==> config.mk <==
export PLATFORM = sky130hd
export DESIGN_NAME = sie_event_mask
export DESIGN_NICKNAME = d
export VERILOG_FILES = /design/src/sie_pkg.sv /design/src/sie_baud_if.sv /design/src/sie_wm_cmp.sv /design/src/sie_baud_gen.sv /design/src/sie_event_mask.sv
export SDC_FILE = /design/constraint.sdc
export NUM_CORES = 1
export LEC_CHECK = 0
export BUFFER_PORTS_ARGS = -buffer_cell sky130_fd_sc_hd__clkbuf_2
export CAP_MARGIN = 20
export CELL_PAD_IN_SITES_DETAIL_PLACEMENT = 1
export CELL_PAD_IN_SITES_GLOBAL_PLACEMENT = 2
export CORE_MARGIN = 10
export CORE_UTILIZATION = 29
export DETAILED_ROUTE_END_ITERATION = 8
export PLACE_DENSITY_LB_ADDON = 0.1
export SETUP_SLACK_MARGIN = 0.15
export SLEW_MARGIN = 20
export SYNTH_ARGS = -nofsm -noshare
export SYNTH_HDL_FRONTEND = slang
export SYNTH_SLANG_ARGS = --single-unit
export TNS_END_PERCENT = 100
==> constraint.sdc <==
create_clock -name aclk -period 1.8 [get_ports aclk]
set_input_delay 0.45 -clock aclk [delete_from_list [all_inputs] [get_ports aclk]]
set_output_delay 0.45 -clock aclk [all_outputs]
set_load 0.005 [all_outputs]
==> src/sie_pkg.sv <==
package sie_pkg;

    // ****************************************
    // Bus geometry and responses
    // ****************************************
    localparam int          SIE_AW          = 8;
    localparam logic [1:0]  SIE_RESP_OKAY   = 2'h0;
    localparam logic [1:0]  SIE_RESP_SLVERR = 2'h2;

    // ****************************************
    // Register byte offsets
    // ****************************************
    localparam logic [7:0]  SIE_OFF_EVT_EN   = 8'h00;
    localparam logic [7:0]  SIE_OFF_WM       = 8'h04;
    localparam logic [7:0]  SIE_OFF_STS      = 8'h08;
    localparam logic [7:0]  SIE_OFF_IRQ_MASK = 8'h0C;
    localparam logic [7:0]  SIE_OFF_BAUD     = 8'h10;
    localparam logic [7:0]  SIE_OFF_FLAGS    = 8'h14;
    localparam logic [7:0]  SIE_OFF_COUNTS   = 8'h18;

    // ****************************************
    // Event bit positions (enable layout)
    // ****************************************
    localparam int SIE_B_FRAME = 12;
    localparam int SIE_B_BUSY  = 11;
    localparam int SIE_B_UNDR  = 8;
    localparam int SIE_B_SHMT  = 7;
    localparam int SIE_B_OVF   = 6;
    localparam int SIE_B_RXE   = 5;
    localparam int SIE_B_TXE   = 3;
    localparam int SIE_B_TXF   = 1;
    localparam int SIE_B_RXF   = 0;
    localparam int SIE_B_RXWM  = 14;
    localparam int SIE_B_TXWM  = 15;
    localparam logic [15:0] SIE_EVT_IMPL = 16'h19EB;
    localparam logic [15:0] SIE_STS_IMPL = 16'hD9EB;

    // ****************************************
    // Watermark register fields
    // ****************************************
    localparam int SIE_FIFO_DEPTH = 32;
    localparam int SIE_B_RX_WATERMARK_ENABLE   = 15;
    localparam int SIE_B_TX_WATERMARK_ENABLE   = 7;
    localparam int SIE_RXLVL_LSB  = 8;
    localparam int SIE_TXLVL_LSB  = 0;
    localparam logic [5:0] SIE_LVL_IMPL = 6'h23
        | (SIE_FIFO_DEPTH >= 8  ? 6'h04 : 6'h00)
        | (SIE_FIFO_DEPTH >= 16 ? 6'h08 : 6'h00)
        | (SIE_FIFO_DEPTH == 32 ? 6'h10 : 6'h00);
    localparam logic [15:0] SIE_WM_IMPL =
        {2'h2, SIE_LVL_IMPL, 2'h2, SIE_LVL_IMPL};

    // ****************************************
    // Reset values
    // ****************************************
    localparam logic [15:0] SIE_RST_EVT_EN = 16'h0000;
    localparam logic [15:0] SIE_RST_WM     = 16'h0000;
    localparam logic [15:0] SIE_RST_MASK   = 16'h0000;
    localparam logic [15:0] SIE_RST_BAUD   = 16'h0000;

    // ****************************************
    // Bus channel states
    // ****************************************
    typedef enum logic [1:0] {
        SIE_WR_COLLECT = 2'h1,
        SIE_WR_RESP    = 2'h2
    } sie_wr_state_type;

    typedef enum logic [1:0] {
        SIE_RD_IDLE = 2'h1,
        SIE_RD_RESP = 2'h2
    } sie_rd_state_type;

endpackage

==> src/sie_baud_if.sv <==
interface sie_baud_if;
    logic [15:0] divisor;
    logic        tick;
    logic        sck;

    // Generator side and register side
    modport gen  (input divisor, output tick, output sck);
    modport user (output divisor, input tick, input sck);
endinterface

==> src/sie_wm_cmp.sv <==
module sie_wm_cmp
    import sie_pkg::*;
#(
    parameter bit AT_LEAST = 1'b1
) (
    input  wire logic       enable,
    input  wire logic       enhanced,
    input  wire logic [5:0] level,
    input  wire logic [5:0] count,
    output logic            match
);
    logic       level_ok;
    logic [5:0] lvl;

    // Absent level bits never take part in the compare
    assign lvl = level & SIE_LVL_IMPL;
    assign level_ok = ({26'h0, lvl} <= SIE_FIFO_DEPTH);

    // Counts only mean something in enhanced buffer mode
    // compare kind
    assign match = enable & enhanced & level_ok &
                   (AT_LEAST ? (lvl <= count) : (lvl == count));
endmodule

==> src/sie_baud_gen.sv <==
module sie_baud_gen
    import sie_pkg::*;
(
    input  wire logic  aclk,
    input  wire logic  aresetn,
    sie_baud_if.gen    baud
);
    logic [15:0] cnt_ff;
    logic [15:0] nxt_cnt;
    logic        sck_ff;
    logic        nxt_sck;
    logic        tick_ff;
    logic        nxt_tick;

    always_comb begin
        nxt_cnt  = cnt_ff + 16'h0001;
        nxt_sck  = sck_ff;
        nxt_tick = 1'b0;
        if (cnt_ff >= baud.divisor) begin
            nxt_cnt  = 16'h0000;
            nxt_sck  = ~sck_ff;
            nxt_tick = 1'b1;
        end
    end

    // State registers
    always_ff @(posedge aclk) begin
        if (!aresetn) begin
            cnt_ff  <= 16'h0000;
            sck_ff  <= 1'b0;
            tick_ff <= 1'b0;
        end else begin
            cnt_ff  <= nxt_cnt;
            sck_ff  <= nxt_sck;
            tick_ff <= nxt_tick;
        end
    end

    assign baud.sck  = sck_ff;
    assign baud.tick = tick_ff;
endmodule

==> src/sie_event_mask.sv <==
// What this block does
// - Activity enable set: busy flag raises an event; clear: never.
// - Underrun enable gates transmit underrun into an event.
// - Shift-empty enable gates shifter empty flag into an event.
// - Overflow enable gates receive overflow into an event.
// - Receive-empty enable gates receive buffer empty flag into an event.
// - Transmit-empty enable gates transmit buffer empty into an event.
// - Receive watermark fires when level is at most receive count.
// - Transmit watermark fires when level equals transmit count.
// - Levels above FIFO depth never produce a watermark match.
// - Level bits 2, 3, 4 exist only at depths 8, 16, 32.
// - Serial clock is bus clock over two times (divisor plus one).
// - Unimplemented enable and level bits read back zero.
// - Element counts are six bits, valid only in enhanced mode.
module sie_event_mask
    import sie_pkg::*;
(
    input  wire logic         aclk,
    input  wire logic         aresetn,
    input  wire logic [7:0]   s_axi_awaddr,
    input  wire logic [2:0]   s_axi_awprot,
    input  wire logic         s_axi_awvalid,
    output logic              s_axi_awready,
    input  wire logic [31:0]  s_axi_wdata,
    input  wire logic [3:0]   s_axi_wstrb,
    input  wire logic         s_axi_wvalid,
    output logic              s_axi_wready,
    output logic [1:0]        s_axi_bresp,
    output logic              s_axi_bvalid,
    input  wire logic         s_axi_bready,
    input  wire logic [7:0]   s_axi_araddr,
    input  wire logic [2:0]   s_axi_arprot,
    input  wire logic         s_axi_arvalid,
    output logic              s_axi_arready,
    output logic [31:0]       s_axi_rdata,
    output logic [1:0]        s_axi_rresp,
    output logic              s_axi_rvalid,
    input  wire logic         s_axi_rready,
    input  wire logic         frame_error_flag,
    input  wire logic         activity_flag,
    input  wire logic         underrun_flag,
    input  wire logic         shifter_empty_flag,
    input  wire logic         overflow_flag,
    input  wire logic         rx_empty_flag,
    input  wire logic         tx_empty_flag,
    input  wire logic         tx_full_flag,
    input  wire logic         rx_full_flag,
    input  wire logic         enhanced_buffer_mode,
    input  wire logic [5:0]   rx_element_count,
    input  wire logic [5:0]   tx_element_count,
    output logic              event_request,
    output logic              irq,
    output logic              sck_out,
    output logic              baud_tick
);
    // ****************************************
    // Declarations
    // ****************************************
    sie_wr_state_type wr_state_ff;
    sie_wr_state_type nxt_wr_state;
    sie_rd_state_type rd_state_ff;
    sie_rd_state_type nxt_rd_state;

    logic        aw_held_ff;
    logic        nxt_aw_held;
    logic        w_held_ff;
    logic        nxt_w_held;
    logic [7:0]  waddr_ff;
    logic [7:0]  nxt_waddr;
    logic [31:0] wdata_ff;
    logic [31:0] nxt_wdata;
    logic [3:0]  wstrb_ff;
    logic [3:0]  nxt_wstrb;
    logic [1:0]  bresp_ff;
    logic [1:0]  nxt_bresp;
    logic [31:0] rdata_ff;
    logic [31:0] nxt_rdata;
    logic [1:0]  rresp_ff;
    logic [1:0]  nxt_rresp;

    logic [15:0] evt_en_ff;
    logic [15:0] nxt_evt_en;
    logic [15:0] wm_ff;
    logic [15:0] nxt_wm;
    logic [15:0] sts_ff;
    logic [15:0] nxt_sts;
    logic [15:0] mask_ff;
    logic [15:0] nxt_mask;
    logic [15:0] baud_div_ff;
    logic [15:0] nxt_baud_div;
    logic        evt_req_ff;
    logic        nxt_evt_req;
    logic        irq_ff;
    logic        nxt_irq;

    logic        do_write;
    logic [15:0] wr_bits;
    logic [15:0] wr_lanes;
    logic [15:0] flags;
    logic [15:0] events;
    logic        rx_wm_hit;
    logic        tx_wm_hit;
    logic [31:0] rd_word;
    logic        rd_hit;
    logic        wr_hit;

    sie_baud_if baud_bus ();

    // ****************************************
    // Event qualification
    // ****************************************
    // Status flags gathered in the enable layout
    always_comb begin
        flags                = 16'h0000;
        flags[SIE_B_FRAME]   = frame_error_flag;
        flags[SIE_B_BUSY]    = activity_flag;
        flags[SIE_B_UNDR]    = underrun_flag;
        flags[SIE_B_SHMT]    = shifter_empty_flag;
        flags[SIE_B_OVF]     = overflow_flag;
        flags[SIE_B_RXE]     = rx_empty_flag;
        flags[SIE_B_TXE]     = tx_empty_flag;
        flags[SIE_B_TXF]     = tx_full_flag;
        flags[SIE_B_RXF]     = rx_full_flag;
    end

    always_comb begin
        events             = flags & evt_en_ff & SIE_EVT_IMPL;
        events[SIE_B_RXWM] = rx_wm_hit;
        events[SIE_B_TXWM] = tx_wm_hit;
    end

    sie_wm_cmp #(
        .AT_LEAST (1'b1)
    ) u_rx_cmp (
        .enable   (wm_ff[SIE_B_RX_WATERMARK_ENABLE]),
        .enhanced (enhanced_buffer_mode),
        .level    (wm_ff[SIE_RXLVL_LSB +: 6]),
        .count    (rx_element_count),
        .match    (rx_wm_hit)
    );

    sie_wm_cmp #(
        .AT_LEAST (1'b0)
    ) u_tx_cmp (
        .enable   (wm_ff[SIE_B_TX_WATERMARK_ENABLE]),
        .enhanced (enhanced_buffer_mode),
        .level    (wm_ff[SIE_TXLVL_LSB +: 6]),
        .count    (tx_element_count),
        .match    (tx_wm_hit)
    );

    // ****************************************
    // Serial clock divider
    // ****************************************
    // divisor feeds the generator
    assign baud_bus.divisor = baud_div_ff;

    sie_baud_gen u_baud (
        .aclk    (aclk),
        .aresetn (aresetn),
        .baud    (baud_bus.gen)
    );

    assign sck_out   = baud_bus.sck;
    assign baud_tick = baud_bus.tick;

    // ****************************************
    // Write channel
    // ****************************************
    // Address and data may arrive in either order
    assign s_axi_awready = (wr_state_ff == SIE_WR_COLLECT) & ~aw_held_ff;
    assign s_axi_wready  = (wr_state_ff == SIE_WR_COLLECT) & ~w_held_ff;
    assign s_axi_bvalid  = (wr_state_ff == SIE_WR_RESP);
    assign s_axi_bresp   = bresp_ff;
    assign do_write      = (wr_state_ff == SIE_WR_COLLECT) &
                           aw_held_ff & w_held_ff;
    assign wr_lanes      = {{8{wstrb_ff[1]}}, {8{wstrb_ff[0]}}};
    assign wr_bits       = wdata_ff[15:0];

    // Write decode on the held address
    always_comb begin
        wr_hit = 1'b1;
        if (waddr_ff[7:2] == SIE_OFF_EVT_EN[7:2]) begin
            wr_hit = 1'b1;
        end else if (waddr_ff[7:2] == SIE_OFF_WM[7:2]) begin
            wr_hit = 1'b1;
        end else if (waddr_ff[7:2] == SIE_OFF_STS[7:2]) begin
            wr_hit = 1'b1;
        end else if (waddr_ff[7:2] == SIE_OFF_IRQ_MASK[7:2]) begin
            wr_hit = 1'b1;
        end else if (waddr_ff[7:2] == SIE_OFF_BAUD[7:2]) begin
            wr_hit = 1'b1;
        end else if (waddr_ff[7:2] == SIE_OFF_FLAGS[7:2]) begin
            wr_hit = 1'b1;
        end else if (waddr_ff[7:2] == SIE_OFF_COUNTS[7:2]) begin
            wr_hit = 1'b1;
        end else begin
            wr_hit = 1'b0;
        end
    end

    // Write channel next state
    always_comb begin
        nxt_wr_state = wr_state_ff;
        nxt_aw_held  = aw_held_ff;
        nxt_w_held   = w_held_ff;
        nxt_waddr    = waddr_ff;
        nxt_wdata    = wdata_ff;
        nxt_wstrb    = wstrb_ff;
        nxt_bresp    = bresp_ff;
        case (wr_state_ff)
            SIE_WR_COLLECT: begin
                if (s_axi_awvalid && s_axi_awready) begin
                    nxt_aw_held = 1'b1;
                    nxt_waddr   = s_axi_awaddr;
                end
                if (s_axi_wvalid && s_axi_wready) begin
                    nxt_w_held = 1'b1;
                    nxt_wdata  = s_axi_wdata;
                    nxt_wstrb  = s_axi_wstrb;
                end
                if (do_write) begin
                    nxt_aw_held  = 1'b0;
                    nxt_w_held   = 1'b0;
                    nxt_bresp    = wr_hit ? SIE_RESP_OKAY
                                          : SIE_RESP_SLVERR;
                    nxt_wr_state = SIE_WR_RESP;
                end
            end
            SIE_WR_RESP: begin
                if (s_axi_bready) begin
                    nxt_wr_state = SIE_WR_COLLECT;
                end
            end
            default: begin
                nxt_wr_state = SIE_WR_COLLECT;
            end
        endcase
    end

    // Write channel registers
    always_ff @(posedge aclk) begin
        if (!aresetn) begin
            wr_state_ff <= SIE_WR_COLLECT;
            aw_held_ff  <= 1'b0;
            w_held_ff   <= 1'b0;
            waddr_ff    <= 8'h00;
            wdata_ff    <= 32'h0000_0000;
            wstrb_ff    <= 4'h0;
            bresp_ff    <= SIE_RESP_OKAY;
        end else begin
            wr_state_ff <= nxt_wr_state;
            aw_held_ff  <= nxt_aw_held;
            w_held_ff   <= nxt_w_held;
            waddr_ff    <= nxt_waddr;
            wdata_ff    <= nxt_wdata;
            wstrb_ff    <= nxt_wstrb;
            bresp_ff    <= nxt_bresp;
        end
    end

    // ****************************************
    // Register file and sticky status
    // ****************************************
    // Byte lanes honoured; absent bits never stored
    always_comb begin
        nxt_evt_en   = evt_en_ff;
        nxt_wm       = wm_ff;
        nxt_mask     = mask_ff;
        nxt_baud_div = baud_div_ff;
        nxt_sts      = sts_ff;
        if (do_write) begin
            if (waddr_ff[7:2] == SIE_OFF_EVT_EN[7:2]) begin
                nxt_evt_en = ((evt_en_ff & ~wr_lanes) |
                              (wr_bits & wr_lanes)) & SIE_EVT_IMPL;
            end else if (waddr_ff[7:2] == SIE_OFF_WM[7:2]) begin
                nxt_wm = ((wm_ff & ~wr_lanes) |
                          (wr_bits & wr_lanes)) & SIE_WM_IMPL;
            end else if (waddr_ff[7:2] == SIE_OFF_STS[7:2]) begin
                nxt_sts = sts_ff & ~(wr_bits & wr_lanes);
            end else if (waddr_ff[7:2] == SIE_OFF_IRQ_MASK[7:2]) begin
                nxt_mask = ((mask_ff & ~wr_lanes) |
                            (wr_bits & wr_lanes)) & SIE_STS_IMPL;
            end else if (waddr_ff[7:2] == SIE_OFF_BAUD[7:2]) begin
                nxt_baud_div = (baud_div_ff & ~wr_lanes) |
                               (wr_bits & wr_lanes);
            end
        end
        // Set after clear, so a fresh event is never lost
        nxt_sts = (nxt_sts | events) & SIE_STS_IMPL;
    end

    // request from enabled events, masked interrupt
    always_comb begin
        nxt_evt_req = |events;
        nxt_irq     = |(nxt_sts & mask_ff);
    end

    always_ff @(posedge aclk) begin
        if (!aresetn) begin
            evt_en_ff   <= SIE_RST_EVT_EN;
            wm_ff       <= SIE_RST_WM;
            sts_ff      <= 16'h0000;
            mask_ff     <= SIE_RST_MASK;
            baud_div_ff <= SIE_RST_BAUD;
            evt_req_ff  <= 1'b0;
            irq_ff      <= 1'b0;
        end else begin
            evt_en_ff   <= nxt_evt_en;
            wm_ff       <= nxt_wm;
            sts_ff      <= nxt_sts;
            mask_ff     <= nxt_mask;
            baud_div_ff <= nxt_baud_div;
            evt_req_ff  <= nxt_evt_req;
            irq_ff      <= nxt_irq;
        end
    end

    assign event_request = evt_req_ff;
    assign irq           = irq_ff;

    // ****************************************
    // Read channel
    // ****************************************
    // Read decode; unmapped words answer zero with an error
    always_comb begin
        rd_word = 32'h0000_0000;
        rd_hit  = 1'b1;
        if (s_axi_araddr[7:2] == SIE_OFF_EVT_EN[7:2]) begin
            rd_word = {16'h0000, evt_en_ff};
        end else if (s_axi_araddr[7:2] == SIE_OFF_WM[7:2]) begin
            rd_word = {16'h0000, wm_ff};
        end else if (s_axi_araddr[7:2] == SIE_OFF_STS[7:2]) begin
            rd_word = {16'h0000, sts_ff};
        end else if (s_axi_araddr[7:2] == SIE_OFF_IRQ_MASK[7:2]) begin
            rd_word = {16'h0000, mask_ff};
        end else if (s_axi_araddr[7:2] == SIE_OFF_BAUD[7:2]) begin
            rd_word = {16'h0000, baud_div_ff};
        end else if (s_axi_araddr[7:2] == SIE_OFF_FLAGS[7:2]) begin
            rd_word = {16'h0000, flags};
        end else if (s_axi_araddr[7:2] == SIE_OFF_COUNTS[7:2]) begin
            rd_word = {18'h00000, rx_element_count,
                       2'h0, tx_element_count};
        end else begin
            rd_hit = 1'b0;
        end
    end

    assign s_axi_arready = (rd_state_ff == SIE_RD_IDLE);
    assign s_axi_rvalid  = (rd_state_ff == SIE_RD_RESP);
    assign s_axi_rdata   = rdata_ff;
    assign s_axi_rresp   = rresp_ff;

    // Read channel next state
    always_comb begin
        nxt_rd_state = rd_state_ff;
        nxt_rdata    = rdata_ff;
        nxt_rresp    = rresp_ff;
        case (rd_state_ff)
            SIE_RD_IDLE: begin
                if (s_axi_arvalid) begin
                    nxt_rdata    = rd_word;
                    nxt_rresp    = rd_hit ? SIE_RESP_OKAY
                                          : SIE_RESP_SLVERR;
                    nxt_rd_state = SIE_RD_RESP;
                end
            end
            SIE_RD_RESP: begin
                if (s_axi_rready) begin
                    nxt_rd_state = SIE_RD_IDLE;
                end
            end
            default: begin
                nxt_rd_state = SIE_RD_IDLE;
            end
        endcase
    end

    // Read channel registers
    always_ff @(posedge aclk) begin
        if (!aresetn) begin
            rd_state_ff <= SIE_RD_IDLE;
            rdata_ff    <= 32'h0000_0000;
            rresp_ff    <= SIE_RESP_OKAY;
        end else begin
            rd_state_ff <= nxt_rd_state;
            rdata_ff    <= nxt_rdata;
            rresp_ff    <= nxt_rresp;
        end
    end

endmodule

Yosys cells after proc, flatten, opt, wreduce, memory -nomap -nowiden
Cells that the tools add are included.
{"block": "totals", "register_bits": 154, "elab_cells": 139, "inputBits": 87, "output_inout_bits": 45}
{"block": "op_classes", "reduce_logical": 21, "addsub": 1, "muxes": 38, "n_bitwise": 33, "n_eq_ne": 21, "magnitude_cmp": 4}
{"cell": "$mux W16", "n": 8}
{"cell": "$and A16 B16 Y16", "n": 6}
{"cell": "$or A16 B16 Y16", "n": 4}
{"cell": "$eq A6 B3 Y1 const B", "n": 6}
{"cell": "$mux W32", "n": 1}
{"cell": "$not A16 Y16", "n": 2}
{"cell": "$mux W14", "n": 2}
{"cell": "$and A13 B13 Y13", "n": 2}
{"cell": "$eq A6 B2 Y1 const B", "n": 4}
{"cell": "$mux W1", "n": 19}
{"cell": "$reduce_and A2 Y1", "n": 9}
{"cell": "$add A16 B1 Y16 const B", "n": 1}
{"cell": "$ge A16 B16 Y1", "n": 1}
{"cell": "$reduce_or A16 Y1", "n": 1}
{"cell": "$or A13 B13 Y13", "n": 1}
{"cell": "$eq A6 B1 Y1 const B", "n": 2}
{"cell": "$le A6 B6 Y1 const B", "n": 2}
{"cell": "$logic_not A6 Y1", "n": 2}
{"cell": "$mux W2", "n": 6}
{"cell": "$reduce_or A11 Y1", "n": 1}
{"cell": "$and A1 B1 Y1", "n": 10}
{"cell": "$not A1 Y1", "n": 8}
{"cell": "$pmux W2 S2", "n": 2}
{"cell": "$eq A6 B6 Y1", "n": 1}
{"cell": "other kinds (11)", "n": 17}

Longest topological paths before layout
Gate-level depths: netlist of run 1.
{"block": "logic_depth", "ltp_word": 10, "depth_mapped": 9, "ltp_nobuf": 8}

Hierarchy
A second synthesis of run 1 with hierarchy kept.
{"block": "unflattened", "cells_unflattened": 746, "hier_area_um2": 6568.8}
{"module": "sie_event_mask", "cells_per_inst": 577, "instances": 1, "seq_area_each_um2": 2222.1, "area_each_um2": 5187.5}
{"module": "sie_baud_gen", "cells_per_inst": 133, "instances": 1, "seq_area_each_um2": 360.3, "area_each_um2": 1124.8}
{"module": "sie_wm_cmp at u_rx_cmp", "cells_per_inst": 24, "instances": 1, "seq_area_each_um2": 0.0, "area_each_um2": 170.2}
{"module": "sie_wm_cmp at u_tx_cmp", "cells_per_inst": 12, "instances": 1, "seq_area_each_um2": 0.0, "area_each_um2": 86.3}

Least setup slack after synthesis of run 1
OpenSTA, ideal clock, no wires.
{"block": "synth_path", "path_kind": "register -> register", "startpoint": "reg with a tool-made name", "endpoint": "reg u_baud.cnt_ff[10]", "t_required_ns": 1.730, "synth_period_minus_slack_ns": 1.979, "setup_time_ns": 0.070, "stages_incl_launch_ff": 10, "path_slack_ns": -0.179, "t_arrival_ns": 1.909, "n_path_buf": 1, "path_cell_list": "dfxtp_1 inv_1 ha_1 a21o_1 a21o_1 a211o_1 o211ai_2 o2111ai_2 buf_2 a21oi_1"}
{"element": "to (signal assigned)", "line": "sie_baud_gen.sv:33", "rtl": "cnt_ff <= nxt_cnt;"}
{"element": "to (decl)", "line": "sie_baud_gen.sv:8", "rtl": "logic [15:0] cnt_ff;"}

==> results.txt, run 1 <==
- The run finished, with violations left.
- The final reports fail on setup timing.
* Last weighted congestion value of the routability-driven placer: 0.840
* Clock root buffer: sky130_fd_sc_hd__clkbuf_16
- Critical Path AT: 2.23 ns
- Largest net degree at the start of global routing: 98
- The count of buffers added on input and output ports is 85.
- Per report_power, the clock group accounts for 46.4% of the total.
- After legalization and detailed placement, the total HPWL measured 17500 um.
* Final WL: 23200 um
* Sw Ratio: 24.6%
* Routed wire length per instance: 18.8 um
- The library cell used most frequently in the layout, excluding fill and tap cells, is sky130_fd_sc_hd__dfxtp_1.
- After clock tree synthesis, the clock-pin slew on the worst setup and hold paths is 0.06 ns.
- Initial antenna violation count: 0
- Clock latency on the worst-skew pair, taken at its later pin, is 0.41 ns.
- The average instance in the mapped netlist occupies 8.72 um2.
- In this run, synthesis inferred 0 flip-flops with an integrated enable.
* Critical Path Fanout Max: 3
* Via count of the first global-routing pass: 6669
- In this run the power spent charging and discharging nets is 1.71 mW.
- Die height: 168 um
- Cell Area, Synth: 6390 um2
* Share of synthesized registers carrying an async set or reset: 0%
* Critical Path RT: 2.09 ns
- The floorplan has 54 rows.
- The die covers 28400 um2.
- Final hold viol count: 0
- After synthesis, flip-flops and latches occupy 40.4% of the total area.
* Max-cap violations: 0
- The number of hold buffers added after CTS was 0.
- Sequential cell fraction of total power: 43.3%
* Boundary pin count: 132
- Number of nets still failing antenna checks after routing: 0
- Class of the worst hold path: input pin to flip-flop
- Number of buffers added by the clock tree synthesis step: 17
- Global routing finished with a remaining overflow of 0.
* Max incr delay on CP: 0.37 ns
- Placed instance area: 8070 um2
* Total Negative Setup Slacks: -1.74 ns
* Area grow syn2layout: 44.2%
- Final Worst Setup Slack: -0.140 ns
* CTS tree: yes
* Power density over the cells: 752 nW/um2
* Global-route wire length before repair: 36500 um
- Among all stages on the critical path, the largest delay is contributed by sky130_fd_sc_hd__or3b_1.
- Synthesis Warnings: 0
- After detailed routing, the number of vias per cell comes to 4.88.
- 0 antenna diodes ended up in the layout.
- Deepest clock path buffer count: 2
- Core area: 21800 um2
- Initial core utilization: 29.4%
- CP Class: flip-flop to flip-flop
* Pleak: 3.67 nW
- The internal portion of the total power is 5.22 mW.
- Number of H-tree levels: 4
* Number of distinct library cells after synthesis: 65
- Endpoint kind of the worst setup timing path: flip-flop
- Total routing usage reported by global routing: 16.1%
- The die is 168 um wide.
- Commonest cells after routing, fill and taps aside: 114 x sky130_fd_sc_hd__dfxtp_1, 106 x sky130_fd_sc_hd__buf_4, 84 x sky130_fd_sc_hd__clkbuf_2
- Worst clock skew on the final layout: 0.00677 ns
* Max VDD drop: 0.507 mV
- Share of total power in combinational logic: 10.2%
- Dividing the final minimum period by the clock period gives 108%.
* Final slew viol count: 0
* Startpoint type of the worst setup path: flip-flop
- After synthesis the netlist holds a flip-flop and latch count of 129.
- Final cell count without fillers: 1230
- Walking the worst path, the cells encountered are inv_1, ha_1, and4_4, a41oi_4, buf_4, o211ai_1, or3b_1.
- RSZ-0062 raised after global routing: true
- Placed cells: 1185
- Sink Count: 129
- Vias after detailed routing: 6003
- Timing would allow up to 0.515 GHz.
- The pre-antenna-repair detailed-routing pass consisted of 5 iterations.
- Number of fill cells in the layout: 2520
- After detailed routing, the number of remaining DRC violations is 0.
- Setup violations remaining at the end of the flow were counted as 25.
* Shortest period the worst path allows: 1.94 ns
- After routing the design area is 9210 um2.
- Primary FF master, synth: sky130_fd_sc_hd__dfxtp_1
* Number of DRC markers after the initial detailed-route iteration: 244
* Fin nets: 1049
- Syn Inst Count: 733
* Layout cells sized above 1: 38.4%
synthesized netlist by cell type, types with 3 or more instances:
| cell type | n | share of area (%) |
|---|---|---|
| sky130_fd_sc_hd__dfxtp_1 | 129 | 40 |
| sky130_fd_sc_hd__nor2_1 | 89 | 5.2 |
| sky130_fd_sc_hd__a21oi_1 | 78 | 6.1 |
| sky130_fd_sc_hd__nand2_1 | 74 | 4.3 |
| sky130_fd_sc_hd__mux2i_1 | 54 | 8.5 |
| sky130_fd_sc_hd__inv_1 | 34 | 2.0 |
| sky130_fd_sc_hd__ha_1 | 23 | 4.5 |
| sky130_fd_sc_hd__buf_4 | 20 | 2.4 |
| sky130_fd_sc_hd__o21ai_0 | 20 | 1.6 |
| sky130_fd_sc_hd__clkbuf_1 | 19 | 1.1 |
| sky130_fd_sc_hd__nand3_1 | 16 | 1.3 |
| sky130_fd_sc_hd__mux2_2 | 15 | 2.6 |
| sky130_fd_sc_hd__xnor2_1 | 11 | 1.5 |
| sky130_fd_sc_hd__a221oi_1 | 8 | 1.1 |
| sky130_fd_sc_hd__nand4_1 | 8 | 0.78 |
| sky130_fd_sc_hd__a21o_1 | 7 | 0.82 |
| sky130_fd_sc_hd__a22o_1 | 7 | 0.96 |
| sky130_fd_sc_hd__a311oi_1 | 7 | 0.96 |
| sky130_fd_sc_hd__and2_1 | 7 | 0.69 |
| sky130_fd_sc_hd__nand2b_1 | 7 | 0.69 |
| sky130_fd_sc_hd__xor2_1 | 7 | 0.96 |
| sky130_fd_sc_hd__a222oi_1 | 6 | 0.94 |
| sky130_fd_sc_hd__nor2b_1 | 6 | 0.59 |
| sky130_fd_sc_hd__a211oi_1 | 5 | 0.59 |
| sky130_fd_sc_hd__buf_2 | 5 | 0.39 |
| sky130_fd_sc_hd__nor2_2 | 5 | 0.49 |
| sky130_fd_sc_hd__nor3_1 | 5 | 0.39 |
| sky130_fd_sc_hd__nor3_2 | 5 | 0.78 |
| sky130_fd_sc_hd__and3_1 | 4 | 0.39 |
| sky130_fd_sc_hd__buf_1 | 4 | 0.23 |
| sky130_fd_sc_hd__a21boi_0 | 3 | 0.35 |
| sky130_fd_sc_hd__a31oi_1 | 3 | 0.29 |
| sky130_fd_sc_hd__nor4_1 | 3 | 0.29 |
stage by stage:
step | worst slack (ns) | power, mW | utilization [%] | hold slack (ns)
after floorplan | -0.0823 | 3.37 | - | 0.410
after global placement | -0.219 | 3.70 | 37.1 | 0.454
after detailed placement | -0.231 | 3.72 | 37.1 | 0.466
after CTS | -0.159 | 7.00 | 40.7 | 0.236
after global routing | -0.201 | 7.23 | 42.4 | 0.252
final | -0.140 | 6.93 | 42.4 | 0.253
critical path, delay by kind of cell, from the launching register on:
family | cells | cell delay (ns)
compound gates | 2 | 0.35
fa+ha+maj | 1 | 0.30
buf+inv | 2 | 0.23
flops | 1 | 0.33
simple gates | 2 | 0.61
area by class of cell:
class / instances / area [um2] / share of cell area, %
timing repair buffer: 219 / 1680 / 18.2
sequential: 129 / 2600 / 28.2
inverter: 35 / 131 / 1.43
tap: 280 / 350 / 3.80
clock inverter: 7 / 60.1 / 0.652
clock buffer: 23 / 478 / 5.19
multi-input combinational: 537 / 3920 / 42.5
power by group through the flow:
| stage | Clock [mW] | Sequential [mW] | Combinational (mW) |
|---|---|---|---|
| finish | 3.22 | 3.00 | 0.709 |
| global route | 3.44 | 3.01 | 0.786 |
| CTS | 3.31 | 3.00 | 0.689 |
| detailed placement | 0 | 3.06 | 0.663 |
| global placement | 0 | 3.05 | 0.647 |
| floorplan | 0 | 3.06 | 0.311 |
kinds of logic (layout without fill, tap and decap cells):
| group | after synthesis | in the layout | synth area share, % |
|---|---|---|---|
| AO/OA/AOI/OAI | 163 | 163 | 16.4 |
| XOR/XNOR | 18 | 18 | 2.47 |
| adder cells (fa/ha/maj) | 23 | 23 | 4.50 |
| buffers and inverters | 84 | 284 | 6.33 |
| flip-flops | 129 | 129 | 40.4 |
| multiplexers | 69 | 69 | 11.1 |
| other | 1 | 18 | 0.0587 |
| AND/OR/NAND/NOR | 246 | 246 | 18.7 |
final timing paths:
kind | end | slack, ns | startpoint | cells after the start
setup reg to reg | u_baud.baud.sck | -0.14 | flip-flop | 7
hold reg to reg | sts_ff[0] | 0.48 | sts_ff[0] | 2
setup / recovery | u_baud.baud.sck | -0.14 | flip-flop | 7
hold / removal | wdata_ff[14] | 0.25 | s_axi_wdata[14] | 3
metal layers:
metal	routed length (um)	GRT usage, %	share of wire [%]	vias to the layer above
li1	-	-	-	2963
met1	10600	19.8	46	2920
met2	11600	27.8	50	97
met3	579	2.49	2.5	23
met4	376	5.49	1.6	0
met5	0	0	0	-
what timing repair did:
action                                  CTS  global route
resized for setup                        45            61
endpoints found under the setup margin   67            81
pin swaps                                12            36
buffers inserted                          4             9
cloned                                    0             2
No activity file was read; power rests on OpenSTA's default activity.
==> run 2: changes to the inputs <==
--- a/config.mk
+++ b/config.mk
@@ -9,11 +9,10 @@
 export CAP_MARGIN = 20
 export CELL_PAD_IN_SITES_DETAIL_PLACEMENT = 1
 export CELL_PAD_IN_SITES_GLOBAL_PLACEMENT = 2
-export CORE_MARGIN = 10
 export CORE_UTILIZATION = 29
 export DETAILED_ROUTE_END_ITERATION = 8
 export PLACE_DENSITY_LB_ADDON = 0.1
-export SETUP_SLACK_MARGIN = 0.15
+export SETUP_SLACK_MARGIN = 0.1
 export SLEW_MARGIN = 20
 export SYNTH_ARGS = -nofsm -noshare
 export SYNTH_HDL_FRONTEND = slang
==> run 2 against run 1 <==
Effect of this change:
- design area is 2.0% higher
- combinational power is 7.3% higher
- first-iteration DRC count is 4.5% lower
- largest cell class unchanged
- non-clock buffer count is 6 higher
- sequential power hardly changed
- routed wire length is 3.4% higher
- largest power group unchanged
- die area is 20% lower
- the run still ends with setup timing left
- cell count is 0.24% higher
- worst setup slack better by 0.032 ns
==> results.txt, run 2 (synthesis results as in run 1) <==
- STA puts the critical path data arrival time at 2.26 ns.
- The first detailed-routing pass ran for 4 iterations.
* Most common cell after layout, fill and taps aside: sky130_fd_sc_hd__buf_4
- Net switching is 25.4% of the power.
- Startpoint type of the worst setup path: flip-flop
* Clock Pin Slew Worst Setup and Hold Paths: 0.06 ns
* Class of the worst hold path: input pin to flip-flop
* CP cell instances: inv_2, ha_4, a21o_1, a21o_1, a211o_1, o211ai_4, o2111ai_4, clkbuf_16, a21oi_2
- The region available for standard cell placement spans 21300 um2.
- The initial antenna violation count is 0.
- The routed design could run at a clock period as short as 1.91 ns.
- DRC violations left: 0
* Internal power: 5.56 mW
- Measured along the y axis, the die boundary spans 150 um.
- In the post-route analysis, the smallest setup slack over all paths is -0.109 ns.
* Max incr delay on CP: 0.33 ns
- The number of antenna diodes in the final layout is 0.
- Cell at the slowest stage of the critical path: sky130_fd_sc_hd__dfxtp_2
* Met1 routing resource usage after global routing: 26.6%
- CTS built an H-tree with a depth of 4.
- Once the floorplan was initialized, standard cells occupied 30.0% of the core.
- Outcome: finished with violations
- For met2 alone, demand over resource in global routing was 36.9%.
- The number of clock buffers added by TritonCTS is 17.
* Clock root buffer: sky130_fd_sc_hd__clkbuf_16
- Final HPWL DP: 17500 um
* Number of DRC markers after the initial detailed-route iteration: 233
- Sequential cells burn 40.2% of the power.
* CP Class: flip-flop to flip-flop
* Fin nets: 1055
* RSZ-0062 raised after global routing: true
- In this run the tool buffered the top-level ports with 85 buffer cells.
- Vias after detailed routing: 6122
* Number of nets still failing antenna checks after routing: 0
* Vias per inst: 4.97
- The first global-routing pass estimated 35800 um of wire.
* Layout cells sized above 1: 40.5%
- At the worst endpoint, the required time is 2.16 ns.
* Commonest cells after routing, fill and taps aside: 116 x sky130_fd_sc_hd__buf_4, 108 x sky130_fd_sc_hd__dfxtp_1, 85 x sky130_fd_sc_hd__clkbuf_2
- For this design the total switching power over the nets is 1.89 mW.
- Boundary pin count: 132
* Clk pwr share: 49.6%
- In this design, the critical path's most frequently occurring cell is sky130_fd_sc_hd__a21o_1.
- The die covers 22600 um2.
* Final hold viol count: 0
- Count of endpoints failing setup in the final report: 20
- The area growth from synthesis to layout is 47.1%.
- For met3 alone, demand over resource in global routing was 3.67%.
- On the final layout, the worst hold slack is 0.235 ns.
* Die width: 150 um
* Worst-skew pair later-pin latency: 0.43 ns
* Kind of cell adding the most delay to the critical path: compound AO/OA/AOI/OAI gates
- Together, buffers and inverters on the worst path number 2.
* Total routing usage reported by global routing: 21.2%
- The checks that failed: setup timing.
- Critical Path Fanout Max: 8
* Final WL: 23900 um
- Based on the critical path, the design can be clocked at up to 0.524 GHz.
- Pleak: 3.77 nW
- After detailed routing, the average wire length per cell comes to 19.4 um.
- Max VDD drop: 0.508 mV
- Final Util: 44.2%
* Sink Count: 129
- In the finished design, the share of the clock period the worst path needs comes to 106%.
- Largest net degree at the start of global routing: 43
* Power density over the cells: 793 nW/um2
- Deepest clock path buffer count: 2
- Worst clock skew on the final layout: 0.0140 ns
* Max-cap violations: 0
- Last weighted congestion value of the routability-driven placer: 0.779
- Final slew viol count: 0
- After global routing the overflow that remains totals 0.
- The floorplan has 53 rows.
- Most used routing layer: met2
- The worst setup path is captured at a flip-flop.
- Number of fill cells in the layout: 2445
* Share of total power in combinational logic: 10.2%
- CTS tree: yes
- Via count of the first global-routing pass: 6470
==> run 2: stage by stage <==
step           TNS (ns)  std cells  setup WS, ns  total power, mW  area (um2)
3_3_place_gp      -4.20       1186        -0.218             3.70        8110
3_5_place_dp      -5.65       1186        -0.247             3.72        8110
4_1_cts           -2.01       1224        -0.131             7.45        8980
5_1_grt           -4.04       1233        -0.189             7.73        9400
6_report          -1.67       1233        -0.109             7.45        9400
2_1_floorplan    -0.321        750       -0.0823             3.37        6550
==> run 2: power groups by stage <==
stage / combinational [mW] / clock [mW] / sequential (mW)
detailed placement: 0.662 / 0 / 3.06
floorplan: 0.309 / 0 / 3.06
global placement: 0.647 / 0 / 3.05
finish: 0.761 / 3.69 / 3.00
global route: 0.831 / 3.90 / 3.01
CTS: 0.690 / 3.77 / 2.99
==> run 2: cell type report <==
cell class | count | area [um2] | area share [%]
Multi-Input combinational cell | 537 | 4000 | 42.5
Clock inverter | 12 | 155 | 1.65
Tap cell | 275 | 344 | 3.66
Timing Repair Buffer | 225 | 1700 | 18.1
Inverter | 35 | 131 | 1.40
Sequential cell | 129 | 2610 | 27.8
Clock buffer | 20 | 467 | 4.96
==> run 2: worst min-delay path: stages <==
cell	delay (ns)
sky130_fd_sc_hd__clkbuf_2	0.08
sky130_fd_sc_hd__nand2_1	0.04
sky130_fd_sc_hd__a21oi_1	0.05
==> run 2: what timing repair did <==
action | in CTS | in global routing
gates resized for setup | 46 | 74
cloned | 1 | 3
setup buffers | 5 | 6
hold buffers | 0 | 0
endpoints found under the setup margin | 43 | 91
pin swaps | 22 | 30
==> run 2: metal layers <==
layer	part of all wire, %	routed length, um
met4	1.2	287
met3	2.5	601
met5	0	0
met1	46	10900
met2	51	12100
==> run 2: worst paths after layout <==
check,start,end,slack (ns),cells after the start
worst min register to register,sts_ff[5],sts_ff[5],0.48,2
worst min-delay path,s_axi_wdata[5],wdata_ff[5],0.23,3
worst max register to register,flip-flop,u_baud.cnt_ff[7],-0.11,9
worst max-delay path,flip-flop,u_baud.cnt_ff[7],-0.11,9
